==> src/core/flash_lock_pkg.sv <==
// Shared constants for the serial flash write-latch and block-lock logic.
package flash_lock_pkg;
   // Command opcodes.
   localparam logic [7:0] OP_WRITE_ENABLE = 8'h06;
   localparam logic [7:0] OP_WRITE_DISABLE = 8'h04;
   localparam logic [7:0] OP_VOLATILE_ARM = 8'h50;
   localparam logic [7:0] OP_BLOCK_LOCK = 8'h36;
   localparam logic [7:0] OP_BLOCK_UNLOCK = 8'h39;
   localparam logic [7:0] OP_READ_LOCK_A = 8'h3C;
   localparam logic [7:0] OP_READ_LOCK_B = 8'h3D;
   localparam logic [7:0] OP_PROGRAM = 8'h02;
   localparam logic [7:0] OP_PROGRAM_DUAL = 8'hA2;
   localparam logic [7:0] OP_PROGRAM_QUAD = 8'h32;
   localparam logic [7:0] OP_PROGRAM_SEQ_A = 8'hAF;
   localparam logic [7:0] OP_PROGRAM_SEQ_B = 8'hAD;
   localparam logic [7:0] OP_ERASE_4K = 8'h20;
   localparam logic [7:0] OP_ERASE_32K = 8'h52;
   localparam logic [7:0] OP_ERASE_64K = 8'hD8;
   localparam logic [7:0] OP_ERASE_CHIP_A = 8'h60;
   localparam logic [7:0] OP_ERASE_CHIP_B = 8'hC7;
   localparam logic [7:0] OP_PROGRAM_OTP = 8'h9B;
   localparam logic [7:0] OP_STATUS_WR_1 = 8'h01;
   localparam logic [7:0] OP_STATUS_WR_2 = 8'h31;
   localparam logic [7:0] OP_STATUS_WR_3 = 8'h11;
   localparam logic [7:0] OP_STATUS_WR_4 = 8'h71;
   // Address and block geometry.
   localparam int ADDR_W = 24;
   localparam int BLOCK_LSB = 12;
   localparam int BLOCK_IDX_W = 10;
   localparam int BLOCK_COUNT = 1024;
   localparam logic [BLOCK_COUNT-1:0] LOCK_RESET = {BLOCK_COUNT{1'b1}};
   // Frame byte counts, opcode byte included, and the index of the last bit in a byte.
   localparam logic [2:0] LEN_OPCODE_ONLY = 3'h1;
   localparam logic [2:0] LEN_STATUS_MIN = 3'h2;
   localparam logic [2:0] LEN_WITH_ADDR = 3'h4;
   localparam logic [2:0] LEN_SATURATE = 3'h5;
   localparam logic [2:0] BIT_LAST = 3'h7;
   // Frame sequencer states.
   typedef enum logic [1:0] {
      ST_IDLE = 2'b00,
      ST_SHIFT = 2'b01,
      ST_READOUT = 2'b10
   } frame_state_type;
endpackage

==> src/core/flash_write_latch_block_lock.sv <==
// Serial flash write-enable latch, volatile arming and per-block lock command logic.
`timescale 1ns/1ps
`default_nettype none
// Function
// - Opcode 04h clears the write-enable latch at a clean frame end.
// - Program, erase and OTP writes are refused while the latch is clear; status writes are too unless armed.
// - Every byte shifts in over eight serial clocks, most significant bit first.
// - A frame ending off a byte boundary or incomplete changes nothing.
// - Write-disable and volatile-arm frames carry the opcode byte alone.
// - Opcode 50h arms a volatile status write without touching the latch.
// - Arming serves only the next status write, then is dropped.
// - Lock 36h carries a 24-bit address, top bit first, no data.
// - Unlock 39h uses the same opcode plus three address bytes format.
// - Valid lock or unlock updates the addressed bit, then clears the latch.
// - Lock and unlock are ignored unless the latch is set.
// - Lock bits protect only when per-block select is set; else range bits.
// - All lock bits come up set after reset.
// - Program and erase aimed at a locked block are refused.
// - Opcodes 3Ch and 3Dh behave identically as read-lock.
// - Read-lock takes opcode and address on SI, returns data on SO.
// - Read-lock byte has the lock bit in bit 0, repeated while selected.
// - Each lock bit covers the aligned 4 kB region holding the address.
// - Opcode 06h sets the write-enable latch at a clean frame end.
module flash_write_latch_block_lock (
   input wire logic clk_sys,
   input wire logic rstn,
   input wire logic cs_n,
   input wire logic sclk,
   input wire logic si,
   output logic so,
   output logic so_oe_n,
   input wire logic per_block_protect_select,
   input wire logic range_protected,
   output logic write_enable_latch,
   output logic volatile_write_armed,
   output logic exec_pulse,
   output logic refuse_pulse,
   output logic [7:0] exec_opcode,
   output logic [flash_lock_pkg::ADDR_W-1:0] exec_addr,
   output logic exec_volatile
);
   import flash_lock_pkg::*;

   logic cs_s1, cs_s2, cs_s3;
   logic sclk_s1, sclk_s2, sclk_s3;
   logic si_s1, si_s2;
   logic frame_end, sclk_rise, sclk_fall;

   // Two-stage synchronisers, plus a third stage for edge finding on cs and sclk.
   always_ff @(posedge clk_sys or negedge rstn) begin
      if (!rstn) begin
         cs_s1 <= 1'b1;
         cs_s2 <= 1'b1;
         cs_s3 <= 1'b1;
         sclk_s1 <= 1'b0;
         sclk_s2 <= 1'b0;
         sclk_s3 <= 1'b0;
         si_s1 <= 1'b0;
         si_s2 <= 1'b0;
      end else begin
         cs_s1 <= cs_n;
         cs_s2 <= cs_s1;
         cs_s3 <= cs_s2;
         sclk_s1 <= sclk;
         sclk_s2 <= sclk_s1;
         sclk_s3 <= sclk_s2;
         si_s1 <= si;
         si_s2 <= si_s1;
      end
   end

   // Edges are only honoured while the chip is selected, so idle level does not matter.
   assign frame_end = cs_s2 && !cs_s3;
   assign sclk_rise = !cs_s2 && sclk_s2 && !sclk_s3;
   assign sclk_fall = !cs_s2 && !sclk_s2 && sclk_s3;

   frame_state_type state_reg, state_next;
   logic [2:0] bit_cnt_reg, bit_cnt_next;
   logic [2:0] byte_cnt_reg, byte_cnt_next;
   logic [7:0] shift_reg, shift_next;
   logic [7:0] opcode_reg, opcode_next;
   logic [ADDR_W-1:0] addr_reg, addr_next;
   logic so_reg, so_next;
   logic wel_reg, wel_next;
   logic armed_reg, armed_next;
   logic [BLOCK_COUNT-1:0] lock_reg, lock_next;
   logic exec_reg, exec_next;
   logic refuse_reg, refuse_next;
   logic [7:0] exec_op_reg, exec_op_next;
   logic [ADDR_W-1:0] exec_addr_reg, exec_addr_next;
   logic exec_vol_reg, exec_vol_next;
   logic [BLOCK_IDX_W-1:0] blk_idx;
   logic lock_bit, aligned, is_read_lock, is_status, is_array_addr, is_chip, is_otp;
   logic blk_protected;

   // Address bits 21:12, just above the 4 kB offset, pick the lock bit; bits 23:22 are ignored.
   assign blk_idx = addr_reg[BLOCK_LSB+BLOCK_IDX_W-1:BLOCK_LSB];
   assign lock_bit = lock_reg[blk_idx];
   assign aligned = (bit_cnt_reg == 3'h0);
   assign is_read_lock = (opcode_reg == OP_READ_LOCK_A) || (opcode_reg == OP_READ_LOCK_B);
   assign is_status = (opcode_reg == OP_STATUS_WR_1) || (opcode_reg == OP_STATUS_WR_2) ||
                      (opcode_reg == OP_STATUS_WR_3) || (opcode_reg == OP_STATUS_WR_4);
   assign is_array_addr = (opcode_reg == OP_PROGRAM) || (opcode_reg == OP_PROGRAM_DUAL) ||
                          (opcode_reg == OP_PROGRAM_QUAD) || (opcode_reg == OP_PROGRAM_SEQ_A) ||
                          (opcode_reg == OP_PROGRAM_SEQ_B) || (opcode_reg == OP_ERASE_4K) ||
                          (opcode_reg == OP_ERASE_32K) || (opcode_reg == OP_ERASE_64K);
   assign is_chip = (opcode_reg == OP_ERASE_CHIP_A) || (opcode_reg == OP_ERASE_CHIP_B);
   assign is_otp = (opcode_reg == OP_PROGRAM_OTP);

   // Per-block bits guard the array only when selected; otherwise the range decode does.
   always_comb begin
      blk_protected = range_protected;
      if (per_block_protect_select) begin
         blk_protected = is_chip ? (|lock_reg) : lock_bit;
      end
   end

   // Serial shifter, frame sequencer and command execution at chip-select release.
   always_comb begin
      state_next = state_reg;
      bit_cnt_next = bit_cnt_reg;
      byte_cnt_next = byte_cnt_reg;
      shift_next = shift_reg;
      opcode_next = opcode_reg;
      addr_next = addr_reg;
      so_next = so_reg;
      wel_next = wel_reg;
      armed_next = armed_reg;
      lock_next = lock_reg;
      exec_next = 1'b0;
      refuse_next = 1'b0;
      exec_op_next = exec_op_reg;
      exec_addr_next = exec_addr_reg;
      exec_vol_next = exec_vol_reg;
      case (state_reg)
         ST_IDLE: begin
            bit_cnt_next = 3'h0;
            byte_cnt_next = 3'h0;
            if (!cs_s2) begin
               state_next = ST_SHIFT;
            end
         end
         ST_SHIFT, ST_READOUT: begin
            if (sclk_rise) begin
               shift_next = {shift_reg[6:0], si_s2};
               bit_cnt_next = bit_cnt_reg + 3'h1;
               if ((byte_cnt_reg != 3'h0) && (byte_cnt_reg < LEN_WITH_ADDR)) begin
                  addr_next = {addr_reg[ADDR_W-2:0], si_s2};
               end
               if (bit_cnt_reg == BIT_LAST) begin
                  if (byte_cnt_reg != LEN_SATURATE) begin
                     byte_cnt_next = byte_cnt_reg + 3'h1;
                  end
                  if (byte_cnt_reg == 3'h0) begin
                     opcode_next = {shift_reg[6:0], si_s2};
                  end
                  if ((byte_cnt_reg == LEN_WITH_ADDR - 3'h1) && is_read_lock) begin
                     state_next = ST_READOUT;
                  end
               end
            end
            // Only bit 0 of the repeating byte carries the lock state; the rest read zero.
            if (sclk_fall && (state_reg == ST_READOUT)) begin
               so_next = (bit_cnt_reg == BIT_LAST) && lock_bit;
            end
            if (frame_end) begin
               state_next = ST_IDLE;
               so_next = 1'b0;
               if (aligned) begin
                  if ((opcode_reg == OP_WRITE_ENABLE) && (byte_cnt_reg == LEN_OPCODE_ONLY)) begin
                     wel_next = 1'b1;
                  end
                  if ((opcode_reg == OP_WRITE_DISABLE) && (byte_cnt_reg == LEN_OPCODE_ONLY)) begin
                     wel_next = 1'b0;
                  end
                  if ((opcode_reg == OP_VOLATILE_ARM) && (byte_cnt_reg == LEN_OPCODE_ONLY)) begin
                     armed_next = 1'b1;
                  end
                  if (((opcode_reg == OP_BLOCK_LOCK) || (opcode_reg == OP_BLOCK_UNLOCK)) &&
                      (byte_cnt_reg == LEN_WITH_ADDR) && wel_reg) begin
                     lock_next[blk_idx] = (opcode_reg == OP_BLOCK_LOCK);
                     wel_next = 1'b0;
                  end
                  if (is_status && (byte_cnt_reg >= LEN_STATUS_MIN)) begin
                     armed_next = 1'b0;
                     exec_op_next = opcode_reg;
                     exec_addr_next = addr_reg;
                     exec_vol_next = armed_reg;
                     if (wel_reg || armed_reg) begin
                        exec_next = 1'b1;
                     end else begin
                        refuse_next = 1'b1;
                     end
                  end
                  if (((is_array_addr || is_otp) && (byte_cnt_reg >= LEN_WITH_ADDR)) ||
                      (is_chip && (byte_cnt_reg == LEN_OPCODE_ONLY))) begin
                     exec_op_next = opcode_reg;
                     exec_addr_next = addr_reg;
                     exec_vol_next = 1'b0;
                     if (!wel_reg || (!is_otp && blk_protected)) begin
                        refuse_next = 1'b1;
                     end else begin
                        exec_next = 1'b1;
                     end
                  end
               end
            end
         end
         default: begin
            state_next = ST_IDLE;
         end
      endcase
   end

   // State registers; every lock bit starts set.
   always_ff @(posedge clk_sys or negedge rstn) begin
      if (!rstn) begin
         state_reg <= ST_IDLE;
         bit_cnt_reg <= 3'h0;
         byte_cnt_reg <= 3'h0;
         shift_reg <= 8'h00;
         opcode_reg <= 8'h00;
         addr_reg <= 24'h00_0000;
         so_reg <= 1'b0;
         wel_reg <= 1'b0;
         armed_reg <= 1'b0;
         lock_reg <= LOCK_RESET;
         exec_reg <= 1'b0;
         refuse_reg <= 1'b0;
         exec_op_reg <= 8'h00;
         exec_addr_reg <= 24'h00_0000;
         exec_vol_reg <= 1'b0;
      end else begin
         state_reg <= state_next;
         bit_cnt_reg <= bit_cnt_next;
         byte_cnt_reg <= byte_cnt_next;
         shift_reg <= shift_next;
         opcode_reg <= opcode_next;
         addr_reg <= addr_next;
         so_reg <= so_next;
         wel_reg <= wel_next;
         armed_reg <= armed_next;
         lock_reg <= lock_next;
         exec_reg <= exec_next;
         refuse_reg <= refuse_next;
         exec_op_reg <= exec_op_next;
         exec_addr_reg <= exec_addr_next;
         exec_vol_reg <= exec_vol_next;
      end
   end

   // Output drive; SO is enabled only in the read-lock data phase.
   assign so = so_reg;
   assign so_oe_n = (state_reg != ST_READOUT);
   assign write_enable_latch = wel_reg;
   assign volatile_write_armed = armed_reg;
   assign exec_pulse = exec_reg;
   assign refuse_pulse = refuse_reg;
   assign exec_opcode = exec_op_reg;
   assign exec_addr = exec_addr_reg;
   assign exec_volatile = exec_vol_reg;

   logic clean_end;
   assign clean_end = frame_end && (state_reg != ST_IDLE) && aligned;

   // Checks on the latch, arming, lock bits and serial framing.
   a_wrdi_clears_latch: assert property (@(posedge clk_sys) disable iff (!rstn)
      clean_end && (opcode_reg == OP_WRITE_DISABLE) && (byte_cnt_reg == LEN_OPCODE_ONLY)
      |=> !write_enable_latch) else $error("write disable left the latch set");
   a_wren_sets_latch: assert property (@(posedge clk_sys) disable iff (!rstn)
      clean_end && (opcode_reg == OP_WRITE_ENABLE) && (byte_cnt_reg == LEN_OPCODE_ONLY)
      |=> write_enable_latch [*2]) else $error("write enable did not set the latch");
   a_guarded_refused: assert property (@(posedge clk_sys) disable iff (!rstn)
      clean_end && !wel_reg && !armed_reg && (is_status || is_chip || is_array_addr || is_otp)
      |=> !exec_pulse) else $error("guarded command ran without the latch");
   a_bit_count_step: assert property (@(posedge clk_sys) disable iff (!rstn)
      sclk_rise && (state_reg != ST_IDLE) && !frame_end
      |=> bit_cnt_reg == $past(bit_cnt_reg) + 3'h1) else $error("bit count did not advance");
   a_partial_abort: assert property (@(posedge clk_sys) disable iff (!rstn)
      frame_end && !aligned
      |=> $stable(write_enable_latch) && $stable(lock_reg) && !exec_pulse && !refuse_pulse)
      else $error("misaligned frame changed state");
   a_arm_keeps_latch: assert property (@(posedge clk_sys) disable iff (!rstn)
      clean_end && (opcode_reg == OP_VOLATILE_ARM) && (byte_cnt_reg == LEN_OPCODE_ONLY)
      |=> volatile_write_armed && (write_enable_latch == $past(wel_reg)))
      else $error("volatile arm misbehaved");
   a_arm_used_once: assert property (@(posedge clk_sys) disable iff (!rstn)
      clean_end && is_status && (byte_cnt_reg >= LEN_STATUS_MIN)
      |=> !volatile_write_armed && (exec_volatile == $past(armed_reg)))
      else $error("arming survived a status write");
   a_lock_update: assert property (@(posedge clk_sys) disable iff (!rstn)
      clean_end && wel_reg && (byte_cnt_reg == LEN_WITH_ADDR) &&
      ((opcode_reg == OP_BLOCK_LOCK) || (opcode_reg == OP_BLOCK_UNLOCK))
      |=> (lock_reg[$past(blk_idx)] == ($past(opcode_reg) == OP_BLOCK_LOCK)) &&
          !write_enable_latch) else $error("lock bit not updated");
   a_lock_ignored: assert property (@(posedge clk_sys) disable iff (!rstn)
      frame_end && !wel_reg |=> $stable(lock_reg)) else $error("lock changed without latch");
   a_so_released: assert property (@(posedge clk_sys) disable iff (!rstn)
      cs_s2 && cs_s3 |-> so_oe_n) else $error("SO driven while deselected");
   a_readout_bits: assert property (@(posedge clk_sys) disable iff (!rstn)
      sclk_fall && (state_reg == ST_READOUT) && (bit_cnt_reg != BIT_LAST) |=> !so)
      else $error("upper read-lock bits not zero");
endmodule // flash_write_latch_block_lock
`default_nettype wire

==> config.mk <==
export PLATFORM = sky130hd
export DESIGN_NAME = flash_write_latch_block_lock
export DESIGN_NICKNAME = d
export VERILOG_FILES = /design/src/core/flash_lock_pkg.sv /design/src/core/flash_write_latch_block_lock.sv
export SDC_FILE = /design/constraint.sdc
export NUM_CORES = 2
export LEC_CHECK = 0
export ABC_CLOCK_PERIOD_IN_PS = 4200
export BUFFER_PORTS_ARGS = -buffer_cell sky130_fd_sc_hd__clkbuf_2
export CORE_ASPECT_RATIO = 0.8
export CORE_MARGIN = 8
export CORE_UTILIZATION = 25
export CTS_CLUSTER_SIZE = 40
export DETAILED_ROUTE_END_ITERATION = 10
export GPL_ROUTABILITY_DRIVEN = 0
export MAX_ROUTING_LAYER = met4
export PLACE_DENSITY = 0.36
export RECOVER_POWER = 25
export SKIP_LAST_GASP = 1
export SLEW_MARGIN = 20
export SYNTH_ARGS = -nofsm -noshare
export SYNTH_HDL_FRONTEND = slang
export SYNTH_SLANG_ARGS = --single-unit
==> constraint.sdc <==
create_clock -name clk_sys -period 4.2 [get_ports clk_sys]
set_input_delay 1.05 -clock clk_sys [delete_from_list [all_inputs] [get_ports clk_sys]]
set_output_delay 1.05 -clock clk_sys [all_outputs]
set_load 0.02 [all_outputs]
==> flow_metrics.tcl <==
set metrics [dict create \
    wl_per_cell_um 29.80 \
    grt_pass1_vias 44507 \
    cts-buffers-inserted 136 \
    nets 5376 \
    finalMaxSlewViolations 139 \
    crit_top_cell "buf_4" \
    largest_reg_flops 1024 \
    cp.required_ps 4860 \
    path_class "register to register" \
    initial_utilization 0.2513 \
    finalPower_mw 23.46 \
    period_share 0.9720 \
    synthSimpleGateAreaFrac 0.08490 \
    critPathLaunchType "register" \
    fmax_mhz 245.0 \
    clk_latency_ps 800 \
    crit_slowest_cell "nor4_4" \
    final_cells 8477 \
    p_int_mw 17.97 \
    drt_pre_antenna_iters 5 \
    synth.area.top_cells "dfstp_2 (47%), o31ai_1 (12%), o21ai_0 (9.1%)" \
    rrSetupSlack_ps 120 \
    status "finished with violations" \
    synthArstFlopShare 1.000 \
    final_cell_area_mm2 0.06621 \
    antenna_found_initial 10 \
    numPortBuffers 45 \
    synth_fa_ha_area_frac 0.001982 \
    cts_tree "yes" \
    slew-limit-headroom -0.6711 \
    p_switching_mw 5.486 \
    power.leakage_nw 20.94 \
    worstHoldPathType "register to register" \
    synth_top_area_frac 0.4750 \
    period_minus_slack_ps 4082 \
    fin_tns_setup_ps 0 \
    coreArea_mm2 0.2260 \
    synth_xor_area_frac 0.0004625 \
    rows 156 \
    ant_nets 0 \
    die_area_mm2 0.2428 \
    yosysWarnings 0 \
    syn_nets 5531 \
    h-tree-depth 4 \
    overflow 0 \
    arrival_ps 4740 \
    worst_slew_pin_slew_ps 2507 \
    synth_cell_types 62 \
    crit_chain "buf_4 > nand4bb_4 > buf_12 > buf_4 > o22ai_1 > nor4_1 > o2111ai_1 > nand3_1 > o21ai_1 > nor4_4 > buf_4 > o21ai_2 > o2bb2ai_1" \
    pwr-share-comb 0.019 \
    drv_cap 2 \
    grt_pass1_wl_mm 359.4 \
    critPathCaptureType "register" \
    synth_area_mm2 0.05681 \
    die_x_um 549.0 \
    power.density_mw_per_mm2 354.3 \
    layout_commonest_cell "o21ai_0" \
    yosysTopAreaCell "dfstp_2" \
    violations "capacitance limit, slew limit" \
    hpwl_mm 158.6 \
    cts_num_sinks 1117 \
    cts_root_buf "clkbuf_16" \
    cp_top_family "simple AND/OR/NAND/NOR gates" \
    synth-edff-count 0 \
    p_clk_frac 0.517 \
    peakVddDrop_mv 0.2779 \
    drive_gt1_frac 0.3153 \
    cp_slowest_stage_delay_ps 630 \
    clockBufferDepth 3 \
    ys_seq_area_frac 0.5146 \
    via_per_inst 5.499 \
    synth_compound_area_frac 0.2474 \
    postSynthAreaPerCell_um2 10.30 \
    drt_iter0_markers 4252 \
    muxShareOfSynthArea 0.1045 \
    pwr-share-seq 0.464 \
    final_util 0.2929 \
    num_vias 46613 \
    path_buf_inv 4 \
    die_y_um 442.4 \
    ys_ff_latch 1117 \
    synth_ff_type "dfstp_2" \
    area_delta_synth_final_pct 16.55 \
    final.setup.worst_slack_ps 117.7 \
    placed_area_mm2 0.06172 \
    wirelength_mm 252.6 \
    final_cell_mix "o21ai_0 (1035), dfstp_2 (1026), o31ai_1 (919), mux2i_1 (511), nor4_1 (303)" \
    ios 46 \
    place_ws_ps -503.2 \
    drc 0 \
    swShare 0.2339 \
    clkSlewWorstSetupHoldPaths_ps 60 \
    finalHoldViolCount 0 \
    setup_viol 0 \
    finClkSkew_ps 37.11 \
    netlist_instances 5515 \
    fin_hold_ws_ps 352.2 \
    grt_max_degree 121 \
    dp.cells 8220 \
    track_usage 0.2072 \
    synth_top_family_by_area "compound AO/OA/AOI/OAI gates" \
    crit_fanout 12 \
]
metal layers:
layer,wire length [µm],global-route usage,vias to the layer above
met5,0,-,-
met2,105600,0.2904,1312
met3,13490,0.03290,280
li1,-,-,21032
met4,4847,0.03948,0
met1,128700,0.3132,23989
path summary, 6_finish.rpt:
kind                            depth (start not counted)                   end         start
worst min-delay path                                    0               sclk_s2       sclk_s1
min in group asynchronous                               1  volatile_write_armed          rstn
worst max register to register                         13          refuse_pulse  addr_reg[14]
max in group asynchronous                               2         lock_reg[200]          rstn
worst min register to register                          0               sclk_s2       sclk_s1
worst max-delay path                                   13          refuse_pulse  addr_reg[14]
power groups by stage:
stage / sequential, mW / clock [mW] / combinational [mW]
CTS: 10.9 / 12.5 / 0.469
finish: 10.9 / 12.1 / 0.436
global placement: 11.0 / 0 / 0.470
detailed placement: 11.0 / 0 / 0.469
floorplan: 11.0 / 0 / 0.137
global route: 10.9 / 12.9 / 0.500
kinds of logic (layout without fill, tap and decap cells):
kind of cell | after synthesis | in the layout
AO/OA/AOI/OAI | 2253 | 2253
multiplexers | 584 | 584
XOR/XNOR | 3 | 3
buffers and inverters | 646 | 598
other | 0 | 8
AND/OR/NAND/NOR | 903 | 903
flip-flops | 1117 | 1117
adder cells (fa/ha/maj) | 9 | 9
layout make-up:
class | instances | area [µm²]
flip-flops and latches | 1117 | 29240
multi-input cells | 3752 | 25460
clock inverters | 32 | 351.6
clock buffers | 213 | 4108
repair buffers | 340 | 3227
diodes | 8 | 20.02
well taps | 3002 | 3756
fillers | 23446 | 159800
inverters | 13 | 48.80
worst reg2reg max path, stage by stage, from the launching register on:
cell,delay (ps)
dfrtp_1,520
buf_4,260
nand4bb_4,240
buf_12,220
buf_4,250
o22ai_1,110
nor4_1,440
o2111ai_1,420
nand3_1,170
o21ai_1,260
nor4_4,630
buf_4,240
o21ai_2,60
o2bb2ai_1,130
Yosys cell counts (6+ instances only):
library cell,number
o31ai_1,920
o2111ai_1,28
a21oi_1,7
clkbuf_1,517
o21ai_1,24
mux2_2,63
mux2_1,8
buf_4,12
nand2_1,317
inv_1,12
nor3_1,37
o22ai_1,202
o21ai_0,1035
dfrtp_1,90
nor4_1,306
buf_2,98
a31oi_1,8
nor2b_1,8
nand3_1,43
dfstp_2,1027
ha_1,9
o22a_1,24
and2_1,6
mux2i_1,513
nand4bb_1,6
nor2_1,47
nand4_1,74
nand2b_1,6
nor3b_1,6
timing repair:
item / 4_1_cts / 5_1_grt
setup buffers: 2 / 3
setup endpoints to repair: 3 / 3
resized for setup: 8 / 14
hold buffers: 0 / 0
pin swaps: 1 / 6
Note: power is estimated with default switching activity, not from simulation.
